[src/dpd_pkg.sv]
// Package of constants for the dual-port I/O decode and interrupt routing block.
// Behaviour
// - An enabled port answers exactly eight consecutive I/O addresses from its base.
// - Switch positions 1 to 3 pick the base among seven fixed addresses.
// - Switch position 4 enables the port; off means all I/O cycles ignored.
// - Each port's request goes to one selected IRQ line; none selected, no interrupt.
// - Normal mode: the port drives its own IRQ line directly.
// - Shared mode: several ports share one line without contention over a pull-down.
// - Shared mode without any pull-down provider cannot assert an interrupt.
// - Default: port one at 3E8 on IRQ 5, port two at 2E8 on IRQ 10.
// - Decoding compares address bits 15 to 3, rejecting higher aliases.
package dpd_pkg;

  // ----------------------------------------------------------------
  // Widths
  // ----------------------------------------------------------------
  localparam int unsigned ADDR_W    = 16;
  localparam int unsigned BLOCK_W   = 3;
  localparam int unsigned IRQ_NUM   = 16;
  localparam int unsigned IRQ_SEL_W = 5;

  // ----------------------------------------------------------------
  // Switch positions
  // ----------------------------------------------------------------
  localparam int unsigned SW_EN_POS = 3;

  // ----------------------------------------------------------------
  // Base addresses
  // ----------------------------------------------------------------
  localparam logic [15:0] BASE_3F8 = 16'h03F8;
  localparam logic [15:0] BASE_2F8 = 16'h02F8;
  localparam logic [15:0] BASE_3E8 = 16'h03E8;
  localparam logic [15:0] BASE_2E8 = 16'h02E8;
  localparam logic [15:0] BASE_2A0 = 16'h02A0;
  localparam logic [15:0] BASE_300 = 16'h0300;
  localparam logic [15:0] BASE_328 = 16'h0328;

  // ----------------------------------------------------------------
  // IRQ selection: value 0 means no jumper, 1 to 16 select IRQ 0 to 15
  // ----------------------------------------------------------------
  localparam logic [4:0] IRQ_NONE = 5'h00;
  localparam logic [4:0] IRQ_DEF1 = 5'h06;
  localparam logic [4:0] IRQ_DEF2 = 5'h0B;

  // ----------------------------------------------------------------
  // Factory switch settings (on is 1, position 1 in bit 0)
  // ----------------------------------------------------------------
  localparam logic [3:0] SW_DEF1 = 4'hD;
  localparam logic [3:0] SW_DEF2 = 4'h9;

  // ----------------------------------------------------------------
  // Interrupt modes
  // ----------------------------------------------------------------
  typedef enum logic [1:0] {
    DPD_MODE_NORMAL,
    DPD_MODE_SHARED,
    DPD_MODE_MASTER
  } dpd_mode_t;

endpackage : dpd_pkg

[src/dpd_top.sv]
// Address decode and interrupt routing for a two-port serial adapter.
`timescale 1ns/1ps
module dpd_top (
  input  wire logic        core_clk_i,
  input  wire logic        sys_rst_i,
  input  wire logic [15:0] io_addr_i,
  input  wire logic        io_rd_i,
  input  wire logic        io_wr_i,
  input  wire logic [3:0]  port_one_address_switch_i,
  input  wire logic [3:0]  port_two_address_switch_i,
  input  wire logic [4:0]  port_one_irq_select_i,
  input  wire logic [4:0]  port_two_irq_select_i,
  input  wire logic [1:0]  port_one_irq_mode_select_i,
  input  wire logic [1:0]  port_two_irq_mode_select_i,
  input  wire logic [1:0]  port_irq_req_i,
  input  wire logic [15:0] irq_line_i,
  output logic      [1:0]  port_sel_o,
  output logic      [2:0]  port_reg_o,
  output logic      [15:0] irq_o,
  output logic      [15:0] irq_oe_o,
  output logic      [15:0] irq_pull_oe_o,
  output logic      [1:0]  irq_pending_o
);

  // ----------------------------------------------------------------
  // Helper functions
  // ----------------------------------------------------------------
  function automatic logic [15:0] base_of(input logic [2:0] sw);
    case (sw)
      3'h7:    base_of = dpd_pkg::BASE_3F8;
      3'h3:    base_of = dpd_pkg::BASE_2F8;
      3'h5:    base_of = dpd_pkg::BASE_3E8;
      3'h1:    base_of = dpd_pkg::BASE_2E8;
      3'h6:    base_of = dpd_pkg::BASE_2A0;
      3'h2:    base_of = dpd_pkg::BASE_300;
      3'h4:    base_of = dpd_pkg::BASE_328;
      default: base_of = dpd_pkg::BASE_3F8;
    endcase
  endfunction : base_of

  function automatic logic hit(input logic [3:0] sw, input logic [15:0] a);
    logic [15:0] base;
    base = base_of(sw[2:0]);
    hit  = sw[dpd_pkg::SW_EN_POS]
           && (a[15:dpd_pkg::BLOCK_W] == base[15:dpd_pkg::BLOCK_W]);
  endfunction : hit

  function automatic logic [15:0] line_of(input logic [4:0] sel, input logic en);
    line_of = 16'h0000;
    if (en && sel != dpd_pkg::IRQ_NONE && sel <= 5'(dpd_pkg::IRQ_NUM))
    begin
      line_of[4'(sel - 5'h01)] = 1'b1;
    end
  endfunction : line_of

  function automatic dpd_pkg::dpd_mode_t dpd_mode_e(input logic [1:0] m);
    dpd_mode_e = dpd_pkg::dpd_mode_t'(m);
  endfunction : dpd_mode_e

  // ----------------------------------------------------------------
  // Address decode
  // ----------------------------------------------------------------
  logic        strobe;
  logic [1:0]  nxt_port_sel;
  logic [2:0]  nxt_port_reg;
  logic [1:0]  port_sel_ff;
  logic [2:0]  port_reg_ff;

  always_comb
  begin
    strobe       = io_rd_i || io_wr_i;
    nxt_port_sel = 2'h0;
    nxt_port_reg = 3'h0;
    if (strobe && hit(port_one_address_switch_i, io_addr_i))
    begin
      nxt_port_sel[0] = 1'b1;
      nxt_port_reg    = io_addr_i[2:0];
    end
    if (strobe && hit(port_two_address_switch_i, io_addr_i))
    begin
      nxt_port_sel[1] = 1'b1;
      nxt_port_reg    = io_addr_i[2:0];
    end
  end

  always_ff @(posedge core_clk_i)
  begin
    if (sys_rst_i)
    begin
      port_sel_ff <= 2'h0;
      port_reg_ff <= 3'h0;
    end
    else
    begin
      port_sel_ff <= nxt_port_sel;
      port_reg_ff <= nxt_port_reg;
    end
  end

  // ----------------------------------------------------------------
  // Port interrupt configuration
  // ----------------------------------------------------------------
  logic [1:0]  mode   [2];
  logic [15:0] line   [2];
  logic [1:0]  normal;
  logic [1:0]  shared;
  logic [1:0]  master;

  always_comb
  begin
    mode[0] = port_one_irq_mode_select_i;
    mode[1] = port_two_irq_mode_select_i;
    line[0] = line_of(port_one_irq_select_i, port_one_address_switch_i[dpd_pkg::SW_EN_POS]);
    line[1] = line_of(port_two_irq_select_i, port_two_address_switch_i[dpd_pkg::SW_EN_POS]);
    normal  = 2'h0;
    shared  = 2'h0;
    master  = 2'h0;
    for (int p = 0; p < 2; p++)
    begin
      case (dpd_mode_e(mode[p]))
        dpd_pkg::DPD_MODE_NORMAL:
        begin
          normal[p] = 1'b1;
        end
        dpd_pkg::DPD_MODE_SHARED:
        begin
          shared[p] = 1'b1;
        end
        dpd_pkg::DPD_MODE_MASTER:
        begin
          shared[p] = 1'b1;
          master[p] = 1'b1;
        end
        default:
        begin
          normal[p] = 1'b0;
        end
      endcase
    end
  end

  // ----------------------------------------------------------------
  // Interrupt line drive
  // ----------------------------------------------------------------
  logic [15:0] nxt_irq;
  logic [15:0] nxt_irq_oe;
  logic [15:0] irq_ff;
  logic [15:0] irq_oe_ff;

  always_comb
  begin
    nxt_irq    = 16'h0000;
    nxt_irq_oe = 16'h0000;
    for (int p = 0; p < 2; p++)
    begin
      if (normal[p])
      begin
        nxt_irq_oe = nxt_irq_oe | line[p];
      end
      if ((normal[p] || shared[p]) && port_irq_req_i[p])
      begin
        nxt_irq    = nxt_irq | line[p];
        nxt_irq_oe = nxt_irq_oe | line[p];
      end
    end
  end

  always_ff @(posedge core_clk_i)
  begin
    if (sys_rst_i)
    begin
      irq_ff    <= 16'h0000;
      irq_oe_ff <= 16'h0000;
    end
    else
    begin
      irq_ff    <= nxt_irq;
      irq_oe_ff <= nxt_irq_oe;
    end
  end

  // ----------------------------------------------------------------
  // Shared pull-down and pending requests
  // ----------------------------------------------------------------
  logic [15:0] nxt_pull_oe;
  logic [1:0]  nxt_pending;
  logic [15:0] pull_oe_ff;
  logic [1:0]  pending_ff;

  always_comb
  begin
    nxt_pull_oe = 16'h0000;
    nxt_pending = 2'h0;
    for (int p = 0; p < 2; p++)
    begin
      if (master[p])
      begin
        nxt_pull_oe = nxt_pull_oe | line[p];
      end
      nxt_pending[p] = (normal[p] || shared[p]) && port_irq_req_i[p]
                       && (line[p] != 16'h0000);
    end
  end

  always_ff @(posedge core_clk_i)
  begin
    if (sys_rst_i)
    begin
      pull_oe_ff <= 16'h0000;
      pending_ff <= 2'h0;
    end
    else
    begin
      pull_oe_ff <= nxt_pull_oe;
      pending_ff <= nxt_pending;
    end
  end

  // ----------------------------------------------------------------
  // Outputs
  // ----------------------------------------------------------------
  assign port_sel_o    = port_sel_ff;
  assign port_reg_o    = port_reg_ff;
  assign irq_o         = irq_ff;
  assign irq_oe_o      = irq_oe_ff;
  assign irq_pull_oe_o = pull_oe_ff;
  assign irq_pending_o = pending_ff;

endmodule : dpd_top

[config.mk]
export PLATFORM = sky130hd
export DESIGN_NAME = dpd_top
export DESIGN_NICKNAME = d
export VERILOG_FILES = /design/src/dpd_pkg.sv /design/src/dpd_top.sv
export SDC_FILE = /design/constraint.sdc
export NUM_CORES = 1
export LEC_CHECK = 0
export ABC_AREA = 1
export ABC_CLOCK_PERIOD_IN_PS = 1200
export BUFFER_PORTS_ARGS = -buffer_cell sky130_fd_sc_hd__buf_4
export CAP_MARGIN = 10
export CORE_UTILIZATION = 47
export DETAILED_ROUTE_END_ITERATION = 7
export PLACE_DENSITY_LB_ADDON = 0.25
export SYNTH_ARGS = -nofsm -noshare
export SYNTH_HDL_FRONTEND = slang
export SYNTH_SLANG_ARGS = --single-unit
[constraint.sdc]
create_clock -name core_clk_i -period 1.2 [get_ports core_clk_i]
set_input_delay 0.18 -clock core_clk_i [delete_from_list [all_inputs] [get_ports core_clk_i]]
set_output_delay 0.18 -clock core_clk_i [all_outputs]
set_load 0.01 [all_outputs]
==> impl_metrics.yaml <==
run_status:
  outcome: "complete, no violations"
pwr:
  p_seq_frac: 0.498
  p_int_mw: 2.73
  swShare: 0.260
  ir_worst_vdd_mv: 0.691
  p_sw_mw: 0.958
  comb_power_share: 0.167
  pwr-share-clk: 0.334
  power_mw: 3.69
  power_density_nw_per_um2: 961
  leakage_nw: 1.90
yosys:
  synthFlopType: "dfxtp_1"
  yosys_register_bits: 55
  syn_area_um2: 2670
  yosys_warnings: 0
  avgSynthCellArea_um2: 6.67
  yosys.cell_types.count: 27
  synth_edf_count: 0
  netlist_instances: 400
  synth-async-reset-ratio: 0
  ys_seq_area_frac: 0.413
  synth_nets: 460
setup_path:
  cp.required_ns: 1.43
  critPathMaxStageDelay_ns: 0.32
  cp_max_fo: 6
  cp_cell_sequence: "buf_4, nor2_2, nand2_2, clkinv_1, nor2_1, nor2_1, nand3_1, a21oi_1"
  critPathTopFamily: "simple AND/OR/NAND/NOR gates"
  slowest_stage: "nor2_1"
  crit_path_frequent_cell: "nor2_1"
  cp.arrival_ns: 1.30
  setup.worst_path.start_class: "input pin"
  crit_type: "input pin to flop"
  endpoint_kind: "flop"
  critPathBufInv: 2
route:
  drtPass1Iterations: 5
  drtAntennaViolNets: 0
  wirelength_um: 7490
  drtIter0Drc: 212
  drc: 0
  detail_route.wl_per_cell_um: 12.4
  num_vias: 3043
  avgViaCountPerCell: 5.03
clock_tree:
  post-cts-setup-buffers: 0
  cts_made_buffers: 5
  root_buffer: "clkbuf_8"
  cts_resized: 0
  cts_hold_buf: 0
  clock_sinks: 55
  clockBufferDepth: 2
  h-tree-depth: 2
  clk_pin_slew_ns: 0.10
  cts_tree: "done"
global_route:
  first_global_vias: 2912
  grt_usage: 0.258
  grtUsageMet2: 0.451
  grt_start_max_net_pins: 35
  overflow: 0
  grt-busiest-layer: "met2"
  antenna_found_initial: 0
  grt_use_met3: 0.0529
  grt_util_met1: 0.303
  grt_pass1_wl_um: 12400
sta:
  slew_violations: 0
  timing_hold_violations_final: 0
  worstMarginPinSlew_ns: 0.381
  min_period_ns: 1.06
  rsz0062_at_grt: "false"
  setup_viol: 0
  relSlewSlack: 0.745
  fin_tns_setup_ns: 0
  fmax_ghz: 0.941
  min_period_over_period: 0.886
floorplan:
  initial_core_util: 0.487
  dieHeight_um: 77.3
  dieArea_um2: 5980
  die_width_um: 77.3
  placementRows: 27
  core_area_um2: 5470
  ios: 115
place:
  place_area_um2: 3730
  dpl.hpwl_um: 5780
  io_buffer_count: 98
  place_congestion: 0.951
cells_and_area:
  utilization: 0.701
  stdcell_area_um2: 3840
  drive_gt1_frac: 0.308
  final_cell_mix: "buf_4 (135), nand2_1 (121), dfxtp_1 (55)"
  areaGrowthSynthToFinish_pct: 43.9
  antenna_cells: 0
  layout_commonest_cell: "buf_4"
  final_nets: 592
hold_path:
  hold_class: "input pin to flop"
run:
  maxCapViolations: 0
power by group through the flow:
stage / logic, mW / registers, mW / clock network, mW
6_report: 0.617 / 1.84 / 1.23
5_1_grt: 0.681 / 1.84 / 1.33
4_1_cts: 0.609 / 1.84 / 1.25
3_5_place_dp: 0.605 / 1.88 / 0
3_3_place_gp: 0.591 / 1.88 / 0
2_1_floorplan: 0.282 / 1.89 / 0
metal layers:
| metal | part of all wire | routed length (µm) | vias up |
|---|---|---|---|
| met5 | 0 | 0 | - |
| met4 | 0.021 | 157 | 0 |
| met3 | 0.071 | 535 | 21 |
| met2 | 0.49 | 3690 | 143 |
| met1 | 0.41 | 3100 | 1335 |
| li1 | - | - | 1544 |
synth_stat cells (2+ instances only):
cell type | n | area [µm²]
nor4_1 | 2 | 12.5
nand4_1 | 10 | 62.6
a21oi_1 | 35 | 175
nor2_1 | 45 | 169
clkbuf_1 | 4 | 15.0
nor3_1 | 2 | 10.0
nor2_2 | 10 | 62.6
inv_1 | 45 | 169
dfxtp_1 | 55 | 1100
inv_2 | 3 | 11.3
a22o_1 | 11 | 96.3
buf_2 | 6 | 30.0
nand3_1 | 30 | 150
o21ai_0 | 3 | 15.0
nand2_1 | 121 | 454
nand2_2 | 6 | 37.5
o31ai_1 | 2 | 15.0
state kept, by name (all words and copies together) (netlist names):
register	count
irq_pull_oe_o	16
irq_pending_o	2
irq_oe_o	16
irq_o	16
port_reg_o	3
port_sel_o	2
worst paths after layout:
kind	end	slack, ns	from	depth (start not counted)
setup / recovery	irq_pull_oe_o[3]$_SDFF_PP0_	0.14	port_one_irq_select_i[1]	8
hold / removal	port_reg_o[2]$_SDFF_PP0_	0.1	io_addr_i[2]	3
metrics by stage:
stage	hold WS, ns	setup slack, ns	std cells
floorplan	0.303	0.114	400
global placement	0.421	-0.122	597
detailed placement	0.423	-0.150	597
CTS	0.0951	0.146	605
global route	0.102	0.0104	605
finish	0.0967	0.137	605
area by class of cell:
| class | count | area (µm²) |
|---|---|---|
| clock buffers | 6 | 72.6 |
| clock inverters | 2 | 38.8 |
| fillers | 462 | 1640 |
| inverters | 49 | 184 |
| multi-input cells | 286 | 1340 |
| flip-flops and latches | 55 | 1100 |
| well taps | 72 | 90.1 |
| repair buffers | 135 | 1010 |
cells by family after synthesis:
logic type | synth area share
flip-flops | 0.413
AO/OA/AOI/OAI | 0.123
buffers and inverters | 0.0858
AND/OR/NAND/NOR | 0.375
XOR/XNOR | 0.00328
tightest hold or removal path: cells and delay by family:
| family | cells | cell delay, ns |
|---|---|---|
| AO/OA/AOI/OAI | 1 | 0.03 |
| AND/OR/NAND/NOR | 1 | 0.05 |
| buffers and inverters | 1 | 0.10 |
(Power assumes the default switching activity.)
